--- src/inc/temp_result_pkg.sv ---
// Shared constants and carrier types of the temperature result block.
package temp_result_pkg;

  // Register addresses as seen through the write-loaded pointer.
  localparam logic [7:0] ADDR_TEMP_RESULT = 8'h00;
  localparam logic [7:0] ADDR_CONFIG_RD = 8'h03;
  localparam logic [7:0] ADDR_RATE_RD = 8'h04;
  localparam logic [7:0] ADDR_CONFIG_WR = 8'h09;
  localparam logic [7:0] ADDR_RATE_WR = 8'h0a;
  localparam logic [7:0] ADDR_ONE_SHOT = 8'h0f;

  // Reset values and the value read at an unmapped address.
  localparam logic [7:0] RST_TEMP_RESULT = 8'h00;
  localparam logic [7:0] RST_CONFIG = 8'h00;
  localparam logic [7:0] RST_RATE = 8'h08;
  localparam logic [7:0] RST_POINTER = 8'h00;
  localparam logic [7:0] UNMAPPED_READ = 8'h00;

  // Configuration field positions.
  localparam int CFG_RANGE_BIT = 2;
  localparam int CFG_PIN_FUNC_BIT = 5;
  localparam int CFG_STANDBY_BIT = 6;
  localparam int CFG_MASK_BIT = 7;

  // Conversion rate codes.
  localparam logic [3:0] RATE_CODE_MAX = 4'ha;
  localparam logic [3:0] RATE_FIRST_UNAVERAGED = 4'h8;

  // Result formatting.
  localparam int MEAS_WIDTH = 10;
  localparam int OFFSET_DEG = 64;
  localparam int BINARY_MAX = 127;
  localparam int OFFSET_CODE_MAX = 255;
  localparam int AVG_COUNT = 16;
  localparam int AVG_SHIFT = 4;

  // Longest conversion interval, code 0, and the clock rate.
  localparam longint CONV_PERIOD_MAX_S = 16;
  localparam longint REF_CLK_HZ = 20_000_000;
  localparam longint CONV_PERIOD_MAX_CYC = CONV_PERIOD_MAX_S * REF_CLK_HZ;

  // One byte presented by the serial front end.
  typedef struct packed {
    logic wr;
    logic first;
    logic [7:0] data;
  } link_byte_type;

  // One raw measurement from the analogue path.
  typedef struct packed {
    logic done;
    logic signed [MEAS_WIDTH-1:0] deg;
  } meas_type;

endpackage : temp_result_pkg

--- src/verilog/temp_result_config_regs.sv ---
// Result formatting, pointer and configuration registers of the monitor.
`timescale 1ns/10ps

// What this block does
// - Latest result held at address 0x00, 1 degree LSB
// - Config bit 2 selects default or extended range
// - New range takes effect at next conversion
// - Default range clamps to 0 through 127
// - Extended range stores temperature plus 64
// - Extended code spans minus 64 to 191
// - Range change reformats results, limits untouched
// - First write byte loads pointer, second writes
// - Pointer resets to 0x00, reads temperature
// - Temperature register read-only, resets to 0x00
// - Config read 0x03, written 0x09, reset 0x00
// - Bit 7 masks alarm, only in alarm mode
// - Bit 6 stops conversions, standby
// - Register access works during standby
// - Alarm outputs live and updated in standby
// - Bit 5 selects alarm or second shutdown
// - Rate read 0x04, written 0x0A, low nibble
// - Interval is oscillator divided by power of two
// - Rate resets to 0x08, sixteen per second
// - One conversion starts each interval while running
// - Average sixteen measurements at slow rates
// - Write to 0x0F in standby converts once
module temp_result_config_regs
  import temp_result_pkg::*;
#(
  parameter longint CONV_PERIOD_CYC = CONV_PERIOD_MAX_CYC,
  parameter int CNT_WIDTH = 29
)
(
  input wire logic REF_CLK,
  input wire logic RST_N,
  input wire logic LINK_CLK,
  input wire link_byte_type LINK_IN,
  output logic [7:0] LINK_RDATA,
  output logic MEAS_START,
  input wire meas_type MEAS_IN,
  input wire logic ALERT_COND,
  input wire logic HIGH_COND,
  input wire logic OVERTEMP_COND,
  output logic ALARM_PIN_N,
  output logic OVERTEMP_SHUTDOWN_N,
  output logic CONV_BUSY,
  output logic RANGE_EXTENDED
);

  // IDLE waits for a tick or a one-shot, LAUNCH issues one request, and
  // WAIT_MEAS holds until the analogue path answers it.
  typedef enum logic [1:0] {IDLE, LAUNCH, WAIT_MEAS} conv_state_type;

  // Sixteen signed readings need four guard bits above one reading.
  localparam int SUM_WIDTH = MEAS_WIDTH + AVG_SHIFT;

  // Two flip-flop synchronisers for everything the link side drives.
  logic link_clk_s1_q, link_clk_s2_q, link_clk_s3_q;
  link_byte_type link_s1_q, link_s2_q;
  logic link_edge;

  // Bus-visible registers and the pending one-shot request.
  logic [7:0] pointer_q;
  logic [7:0] temp_result_q;
  logic [7:0] config_q;
  logic [7:0] rate_q;
  logic one_shot_q;

  // Conversion interval divider.
  logic [CNT_WIDTH-1:0] interval_cnt_q;
  logic interval_tick;
  logic [3:0] rate_code;
  logic [CNT_WIDTH-1:0] interval_len;

  // Sequencer state and the running sum of one averaged result.
  conv_state_type state_q;
  logic range_latched_q;
  logic [4:0] meas_left_q;
  logic [4:0] meas_total_q;
  logic signed [SUM_WIDTH-1:0] sum_q;
  logic signed [SUM_WIDTH-1:0] sum_next;
  logic signed [MEAS_WIDTH-1:0] avg_deg;

  // Decoded strobes shared by several registers.
  logic wr_data_byte;
  logic standby;

  // Link clock and byte fields are both synchronised, then the rising
  // edge is found on the second stage against a third, edge-only stage.
  always_ff @(posedge REF_CLK or negedge RST_N)
  begin
    if (!RST_N)
    begin
      link_clk_s1_q <= 1'b0;
      link_clk_s2_q <= 1'b0;
      link_clk_s3_q <= 1'b0;
      link_s1_q <= '0;
      link_s2_q <= '0;
    end
    else
    begin
      link_clk_s1_q <= LINK_CLK;
      link_clk_s2_q <= link_clk_s1_q;
      link_clk_s3_q <= link_clk_s2_q;
      link_s1_q <= LINK_IN;
      link_s2_q <= link_s1_q;
    end
  end

  // Data lags nothing behind the clock: both pass the same two stages.
  assign link_edge = link_clk_s2_q & ~link_clk_s3_q;
  assign wr_data_byte = link_edge & link_s2_q.wr & ~link_s2_q.first;
  assign standby = config_q[CFG_STANDBY_BIT];

  // The first byte of every write lands in the pointer.
  always_ff @(posedge REF_CLK or negedge RST_N)
  begin
    if (!RST_N)
      pointer_q <= RST_POINTER;
    else if (link_edge && link_s2_q.wr && link_s2_q.first)
      pointer_q <= link_s2_q.data;
  end

  // Configuration register; the serial side stays live in standby.
  always_ff @(posedge REF_CLK or negedge RST_N)
  begin
    if (!RST_N)
      config_q <= RST_CONFIG;
    else if (wr_data_byte && pointer_q == ADDR_CONFIG_WR)
      config_q <= link_s2_q.data;
  end

  // Rate register keeps the whole byte so software reads back its write.
  always_ff @(posedge REF_CLK or negedge RST_N)
  begin
    if (!RST_N)
      rate_q <= RST_RATE;
    else if (wr_data_byte && pointer_q == ADDR_RATE_WR)
      rate_q <= link_s2_q.data;
  end

  // A one-shot request is held until the sequencer takes it; the written
  // data itself is thrown away.
  always_ff @(posedge REF_CLK or negedge RST_N)
  begin
    if (!RST_N)
      one_shot_q <= 1'b0;
    else if (wr_data_byte && pointer_q == ADDR_ONE_SHOT && standby)
      one_shot_q <= 1'b1;
    else if (state_q == IDLE)
      one_shot_q <= 1'b0;
  end

  // Read data follows the pointer every cycle, so a read needs no request.
  always_ff @(posedge REF_CLK or negedge RST_N)
  begin
    if (!RST_N)
      LINK_RDATA <= RST_TEMP_RESULT;
    else
    begin
      unique case (pointer_q)
        ADDR_TEMP_RESULT: LINK_RDATA <= temp_result_q;
        ADDR_CONFIG_RD: LINK_RDATA <= config_q;
        ADDR_RATE_RD: LINK_RDATA <= rate_q;
        default: LINK_RDATA <= UNMAPPED_READ;
      endcase
    end
  end

  // Reserved codes above the top rate run at the top rate; the upper
  // nibble is never looked at.
  assign rate_code = (rate_q[3:0] > RATE_CODE_MAX) ? RATE_CODE_MAX
                                                    : rate_q[3:0];
  assign interval_len = CNT_WIDTH'(CONV_PERIOD_CYC >> rate_code);
  assign interval_tick = (interval_cnt_q == '0);

  // Interval divider; it stops in standby and, because it rests at zero,
  // a conversion starts at once on wake.
  always_ff @(posedge REF_CLK or negedge RST_N)
  begin
    if (!RST_N)
      interval_cnt_q <= '0;
    else if (standby)
      interval_cnt_q <= '0;
    else if (interval_tick)
      interval_cnt_q <= interval_len - 1'b1;
    // A rate change that shortens the interval pulls the count in at
    // once, so the new rate shows within one interval.
    else if (interval_cnt_q >= interval_len)
      interval_cnt_q <= interval_len - 1'b1;
    else
      interval_cnt_q <= interval_cnt_q - 1'b1;
  end

  // Running sum and its floor average; the arithmetic shift rounds toward
  // minus infinity, so an average of -0.5 degrees reads as -1.
  assign sum_next = sum_q + SUM_WIDTH'(MEAS_IN.deg);
  assign avg_deg = MEAS_WIDTH'(sum_next >>> AVG_SHIFT);

  // Clamp and offset one averaged temperature into the stored code.
  function automatic logic [7:0] format_result(
    input logic signed [MEAS_WIDTH-1:0] deg,
    input logic extended
  );
    // Two spare bits keep the offset sum from wrapping.
    logic signed [MEAS_WIDTH+1:0] v;
    v = (MEAS_WIDTH+2)'(deg);
    if (extended)
    begin
      v = v + (MEAS_WIDTH+2)'(OFFSET_DEG);
      if (v < 0)
        format_result = 8'h00;
      else if (v > (MEAS_WIDTH+2)'(OFFSET_CODE_MAX))
        format_result = 8'hff;
      else
        format_result = v[7:0];
    end
    else
    begin
      if (v < 0)
        format_result = 8'h00;
      else if (v > (MEAS_WIDTH+2)'(BINARY_MAX))
        format_result = 8'(BINARY_MAX);
      else
        format_result = v[7:0];
    end
  endfunction : format_result

  // Conversion sequencer: one conversion per interval, or one per
  // one-shot in standby. The range is latched at the start so a change
  // during a conversion only affects the next one.
  always_ff @(posedge REF_CLK or negedge RST_N)
  begin
    if (!RST_N)
    begin
      state_q <= IDLE;
      range_latched_q <= 1'b0;
      meas_left_q <= '0;
      meas_total_q <= '0;
      sum_q <= '0;
    end
    else
    begin
      unique case (state_q)
        IDLE:
        begin
          if ((!standby && interval_tick) || one_shot_q)
          begin
            state_q <= LAUNCH;
            range_latched_q <= config_q[CFG_RANGE_BIT];
            sum_q <= '0;
            if (rate_q[3:0] >= RATE_FIRST_UNAVERAGED)
            begin
              meas_left_q <= 5'h01;
              meas_total_q <= 5'h01;
            end
            else
            begin
              meas_left_q <= 5'(AVG_COUNT);
              meas_total_q <= 5'(AVG_COUNT);
            end
          end
        end
        // A done pulse seen outside WAIT_MEAS is ignored.
        LAUNCH:
          state_q <= WAIT_MEAS;
        WAIT_MEAS:
        begin
          if (MEAS_IN.done)
          begin
            sum_q <= sum_next;
            meas_left_q <= meas_left_q - 5'h01;
            if (meas_left_q == 5'h01)
              state_q <= IDLE;
            else
              state_q <= LAUNCH;
          end
        end
      endcase
    end
  end

  // A single request pulse for each measurement of the analogue path.
  always_ff @(posedge REF_CLK or negedge RST_N)
  begin
    if (!RST_N)
      MEAS_START <= 1'b0;
    else
      MEAS_START <= (state_q == LAUNCH);
  end

  // Only the sequencer writes the result; bus writes never reach it.
  always_ff @(posedge REF_CLK or negedge RST_N)
  begin
    if (!RST_N)
      temp_result_q <= RST_TEMP_RESULT;
    else if (state_q == WAIT_MEAS && MEAS_IN.done && meas_left_q == 5'h01)
    begin
      if (meas_total_q == 5'h01)
        temp_result_q <= format_result(MEAS_IN.deg,
                                       range_latched_q);
      else
        temp_result_q <= format_result(avg_deg,
                                       range_latched_q);
    end
  end

  // Pins are re-evaluated every cycle, standby or not, so a register
  // write shows on them one cycle later.
  always_ff @(posedge REF_CLK or negedge RST_N)
  begin
    if (!RST_N)
    begin
      ALARM_PIN_N <= 1'b1;
      OVERTEMP_SHUTDOWN_N <= 1'b1;
    end
    else
    begin
      // In second-shutdown mode the mask bit has no effect.
      if (config_q[CFG_PIN_FUNC_BIT])
        ALARM_PIN_N <= ~HIGH_COND;
      else
        ALARM_PIN_N <= ~(ALERT_COND & ~config_q[CFG_MASK_BIT]);
      OVERTEMP_SHUTDOWN_N <= ~OVERTEMP_COND;
    end
  end

  // Status outputs for the limit logic outside.
  always_ff @(posedge REF_CLK or negedge RST_N)
  begin
    if (!RST_N)
    begin
      CONV_BUSY <= 1'b0;
      RANGE_EXTENDED <= 1'b0;
    end
    else
    begin
      CONV_BUSY <= (state_q != IDLE);
      RANGE_EXTENDED <= config_q[CFG_RANGE_BIT];
    end
  end

endmodule : temp_result_config_regs

--- config.mk ---
export PLATFORM = sky130hd
export DESIGN_NAME = temp_result_config_regs
export DESIGN_NICKNAME = d
export VERILOG_FILES = /design/src/inc/temp_result_pkg.sv /design/src/verilog/temp_result_config_regs.sv
export SDC_FILE = /design/constraint.sdc
export NUM_CORES = 1
export LEC_CHECK = 0
export BUFFER_PORTS_ARGS = -buffer_cell sky130_fd_sc_hd__buf_2
export CAP_MARGIN = 20
export CORE_MARGIN = 5
export CORE_UTILIZATION = 40
export DETAILED_ROUTE_END_ITERATION = 8
export HOLD_SLACK_MARGIN = 0.12
export PLACE_DENSITY = 0.67
export SLEW_MARGIN = 20
export SYNTH_ARGS = -nofsm -noshare
export SYNTH_HDL_FRONTEND = slang
export SYNTH_SLANG_ARGS = --single-unit
--- constraint.sdc ---
create_clock -name REF_CLK -period 5.6 [get_ports REF_CLK]
set_input_delay 0 -clock REF_CLK [delete_from_list [all_inputs] [get_ports REF_CLK]]
set_output_delay 0 -clock REF_CLK [all_outputs]
set_load 0.03 [all_outputs]
# Word-level counts from Yosys, hierarchy flattened
# Cells that the tools add are included.
[classes] n_eq_ne=11 n_reduce_logical=20 bitwise_logic=10 add_sub_neg=6 shifts=1 magnitude_cmp=11 mux=30
[ops] cell="$mux W8" count=11
[ops] cell="$mux W29" count=3
[ops] cell="$sub A29 B1 Y29 const B" count=2
[ops] cell="$ge A29 B29 Y1" count=1
[ops] cell="$logic_not A29 Y1" count=1
[ops] cell="$shr A29 B4 Y29 const A" count=1
[ops] cell="$mux W14" count=2
[ops] cell="$pmux W14 S2" count=1
[ops] cell="$eq A8 B4 Y1 const B" count=3
[ops] cell="$pmux W8 S3" count=1
[ops] cell="$add A10 B8 Y11 const B" count=2
[ops] cell="$gt A11 B9 Y1 const B" count=2
[ops] cell="$lt A11 B1 Y1 const B" count=2
[ops] cell="$gt A10 B8 Y1 const B" count=2
[ops] cell="$lt A10 B1 Y1 const B" count=2
[ops] cell="$mux W5" count=3
[ops] cell="$add A14 B10 Y14" count=1
[ops] cell="$eq A5 B1 Y1 const B" count=2
[ops] cell="$pmux W5 S2" count=1
[ops] cell="$logic_and A1 B1 Y1" count=9
[ops] cell="$eq A8 B2 Y1 const B" count=1
[ops] cell="$eq A8 B3 Y1 const B" count=1
[ops] cell="$logic_not A8 Y1" count=1
[ops] cell="$not A1 Y1" count=6
[ops] cell="other kinds (18)" count=28
[totals] elab_cells=115 reg_bits=125

# Longest topological paths before layout
[depth] word_depth=7 mapped_depth=21 depth_no_buf=17

# Worst setup path after synthesis
# OpenSTA, ideal clock, no wires.
[synth_path] path_kind="register -> register" from="reg rate_q[3]" to="reg interval_cnt_q[15]" required_ns=5.496 path_buffers=6 path_slack_ns=0.788 period_less_slack_ns=4.812 arrival_time_ns=4.708 stages_incl_launch_ff=21 path_cell_list="dfstp_2 -> clkbuf_1 -> clkbuf_1 -> clkbuf_1 -> buf_1 -> a21o_1 -> ha_1 -> clkbuf_1 -> nand2_1 -> a21o_1 -> ha_1 -> a21o_1 -> a21o_1 -> a21o_1 -> a211o_1 -> a21o_1 -> a21oi_1 -> o221ai_2 -> clkbuf_1 -> or4_1 -> o41ai_2"
[synth_via] elab_chain_cells=7 word_cells_on_any_way=8 classes_between="add/sub: 1; order compare: 2; shift: 1; mux: 4"
[synth_lines] element="from (decl)" line="temp_result_config_regs.sv:66" text="logic [7:0] rate_q;"
[synth_lines] element="from (signal assigned)" line="temp_result_config_regs.sv:139" text="rate_q <= link_s2_q.data;"
[synth_lines] element="$gt A4 B4 Y1" line="temp_result_config_regs.sv:172" text="assign rate_code = (rate_q[3:0] > RATE_CODE_MAX) ? RATE_CODE_MAX"
[synth_lines] element="$mux W4 *" line="temp_result_config_regs.sv:172"
[synth_lines] element="$shr A29 B4 Y29 *" line="temp_result_config_regs.sv:174" text="assign interval_len = CNT_WIDTH'(CONV_PERIOD_CYC >> rate_code);"
[synth_lines] element="$sub A29 B1 Y29 or $ge A29 B29 Y1 (tied branches)" line="temp_result_config_regs.sv:186, temp_result_config_regs.sv:190, temp_result_config_regs.sv:189"
[synth_lines] element="$mux W29" line="temp_result_config_regs.sv:189" text="else if (interval_cnt_q >= interval_len)"
[synth_lines] element="$mux W29 *" line="temp_result_config_regs.sv:185" text="else if (interval_tick)"
[synth_lines] element="$mux W29 *" line="temp_result_config_regs.sv:183" text="else if (standby)"
[synth_lines] element="to (signal assigned)" line="temp_result_config_regs.sv:186" text="interval_cnt_q <= interval_len - 1'b1;"
[synth_lines] element="to (signal assigned)" line="temp_result_config_regs.sv:190" text="interval_cnt_q <= interval_len - 1'b1;"
[synth_lines] element="to (signal assigned)" line="temp_result_config_regs.sv:192" text="interval_cnt_q <= interval_cnt_q - 1'b1;"
[synth_lines] element="to (decl)" line="temp_result_config_regs.sv:70" text="logic [CNT_WIDTH-1:0] interval_cnt_q;"
# Every way passes the cells marked *; elsewhere a longest branch is shown, timed or not.
# A chain may end at the register's enable or synchronous reset.

# Final worst setup path
[layout_path] from="reg rate_q[3]" to="reg interval_cnt_q[9]"
# Same word-level chain as after synthesis.

==> summary.txt <==
CTS tree: done
Worst Setup End Kind: flop
Area leader, netlist: dfrtp_1
Die Span Y: 150 µm
Initial antenna violation count: 0
Die X: 150 µm
Clock sinks: 122
Fin util: 0.468
CTS max path bufs: 2
Vias in the first global route: 6,304
WL final: 18.6 mm
Largest family of logic cells by synthesized area: compound AO/OA/AOI/OAI gates
Final hold vios: 0
Synth cell count leaders: dfrtp_1 (119), nand2_1 (84), ha_1 (57)
Routed vias: 6,200
Setup slack, reg-to-reg: 0.65 ns
Synthesis-stage register bit count: 122
VDD IR max: 0.277 mV
Gpl congestion: 0.859
Xor/xnor share of the synthesized area: 0.0600
Period utilization: 0.884
Mapped Avg Cell Area: 9.73 µm²
Worst path most repeated cell: a21o_1
Pwr per Cell Area: 466 nW/µm²
Fmax: 202 MHz
FF-to-FF path depth: 15
Post-synthesis sequential area ratio: 0.392
RSZ-0062 raised after global routing: no
Synth Area in Compound Gates: 0.184
Tot GR Track Use: 0.177
Post-CTS Setup Bufs: 0
Clock Skew: 0.0116 ns
Status: complete, no violations
DP HPWL: 13.1 mm
Critical path, cell by cell: o21ai_0, nand2_1, ha_1, nand2_1, a21o_1, ha_1, a21o_1, a21o_1, a21o_1, a211o_1, a21o_1, a21oi_1, o221ai_2, nor2_4, a311oi_2
Setup tns final: 0 ns
Post-DP Area: 8200 µm²
Crit-path slowest cell: dfstp_2
Worst EP required: 5.87 ns
# setup viols final: 0
DRC: 0
Nets: 938
Synth Area in Adders: 0.0940
First-pass GRT wire length: 31.8 mm
Post-synth cell types: 81
Top area cells in the synthesized netlist: dfrtp_1 (38%), ha_1 (9.1%), mux2_2 (4.2%)
Final ANT Viol Nets: 0
PortBufs: 39
Maxcap violations: 0
Ys flop type: dfrtp_1
DR WL/cell: 16.4 µm
Syn Inst Count: 802
Mapped Nets: 887
Largest net degree at the start of global routing: 69
Clock buffer count from CTS: 17
Share of layout cells above drive strength 1: 0.169
Post-synthesis simple-gate area fraction: 0.180
Hold Crit Class: in -> async
Initial DRT Pass Iterations: 5
Layout area overhead: 15.9%
CP arrival: 5.22 ns
Ant. Diodes: 0
Delay-heaviest family, CP: compound AO/OA/AOI/OAI gates
Final Slew Violations: 0
WP buf/inv: 0
Ys async rst share: 1.00
Largest stage delay on the critical path: 0.92 ns
Count leader, synth: dfrtp_1
Yosys top cell area share: 0.382
Core box area: 19,300 µm²
WS Path Type: reg -> reg
Reg2reg end: interval_cnt_q[9]
H-tree Lvls: 4
Die ar.: 22,400 µm²
Site Rows: 51
Tmin final: 4.95 ns
EDFF count, synth: 0
Yosys warns: 0
Clock latency at the later pin of the worst-skew pair: 0.43 ns
Relative slew slack: 0.298
LEAKAGE: 4.00 nW
CP Max Fanout: 39
Root Buffer: clkbuf_16
1st-iter DRT viols: 447
Finished layout cell area: 9040 µm²
Total grt overflow: 0
Clk pin slew, worst setup/hold paths: 0.06 ns
I/O pin total: 40
Startpoint types: flop
Starting utilization of the core area: 0.404
Mapped Area: 7800 µm²
Worst r2r src: rate_q[3]
Mux share of post-synthesis cell area: 0.0521
Vias/cell: 5.48
Least-Margin Pin Slew: 1.04 ns
## final cells by class
type | count | area [µm²]
fill | 1771 | 10300
tap | 265 | 332
sequential | 122 | 3060
inverter | 31 | 116
multi-input combinational | 614 | 4450
clock inverter | 14 | 186
clock buffer | 18 | 429
timing repair buffer | 67 | 465
## worst max path at each step
| stage | start | to | cells after the start |
|---|---|---|---|
| 2_1_floorplan | rate_q[3] | interval_cnt_q[15] | 20 |
| 3_3_place_gp | rate_q[3] | interval_cnt_q[9] | 16 |
| 3_5_place_dp | rate_q[3] | interval_cnt_q[9] | 15 |
| 4_1_cts | rate_q[3] | interval_cnt_q[9] | 15 |
| 5_1_grt | rate_q[3] | interval_cnt_q[9] | 16 |
| 6_report | rate_q[3] | interval_cnt_q[9] | 15 |
## per-layer routing
metal | up-vias | global-route usage | wire length (µm)
met5 | - | 0 | 0
met4 | 0 | 0.0558 | 371
met3 | 37 | 0.0379 | 922
met2 | 183 | 0.297 | 9040
met1 | 2953 | 0.229 | 8240
li1 | 3027 | - | -
## layout by cell type, fill, tap and decap left out, types with 12 or more instances in the layout
| cell | instances |
|---|---|
| dfrtp_1 | 118 |
| o21ai_0 | 34 |
| dlygate4sd3_1 | 23 |
| a211oi_1 | 13 |
| a21o_1 | 23 |
| ha_1 | 57 |
| nand2b_1 | 14 |
| xnor2_1 | 27 |
| mux2_2 | 29 |
| inv_1 | 30 |
| or4_1 | 19 |
| a21oi_1 | 37 |
| nand2_1 | 84 |
| xor2_1 | 22 |
| buf_2 | 38 |
| nor2_1 | 51 |
| o22ai_1 | 12 |
| nor3_1 | 21 |
| clkbuf_16 | 17 |
## worst reg2reg max path, stage by stage (launching register included)
cell	delay (ns)
dfstp_2	0.92
o21ai_0	0.25
nand2_1	0.22
ha_1	0.29
nand2_1	0.10
a21o_1	0.20
ha_1	0.30
a21o_1	0.19
a21o_1	0.18
a21o_1	0.17
a211o_1	0.28
a21o_1	0.18
a21oi_1	0.21
o221ai_2	0.39
nor2_4	0.71
a311oi_2	0.20
## cells by family (layout without fill, tap and decap cells)
logic type | Yosys count | count (layout)
and+or+nand+nor | 270 | 270
AOI/OAI and AO/OA | 196 | 196
DFF | 122 | 122
buffers and inverters | 66 | 130
adders and majority gates | 58 | 58
xor gates and xnor gates | 51 | 51
muxes | 37 | 37
other | 2 | 2
## sequential cells by signal, summed over array words and instances (netlist names), 2 cells and up
| name | cells |
|---|---|
| temp_result_q | 8 |
| meas_left_q | 5 |
| sum_q | 14 |
| link_s1_q | 10 |
| state_q | 2 |
| interval_cnt_q | 29 |
| link_s2_q | 10 |
| pointer_q | 8 |
| meas_total_q | 2 |
| rate_q | 8 |
| config_q | 8 |
| LINK_RDATA | 8 |
## what timing repair did
action / in CTS / in global routing
hold endpoints to repair: 79 / 0
resized for setup: 0 / 0
hold buffers: 23 / 0
## report_power, final
group | internal (W) | switching [W]
sequential | 0.00108 | 0.000201
clock | 0.000711 | 0.000443
combinational | 0.000761 | 0.00102
## per-stage QoR
stage	worst slack, ns	total power (W)	std cells	hold slack [ns]
5_1_grt	0.300	0.00452	1131	0.200
6_report	0.652	0.00421	1131	0.184
4_1_cts	0.674	0.00423	1131	0.195
3_5_place_dp	0.691	0.00304	1076	0.109
3_3_place_gp	0.814	0.00301	1076	0.108
2_1_floorplan	0.788	0.00266	802	-0.296
No activity file was read; power rests on OpenSTA's default activity.
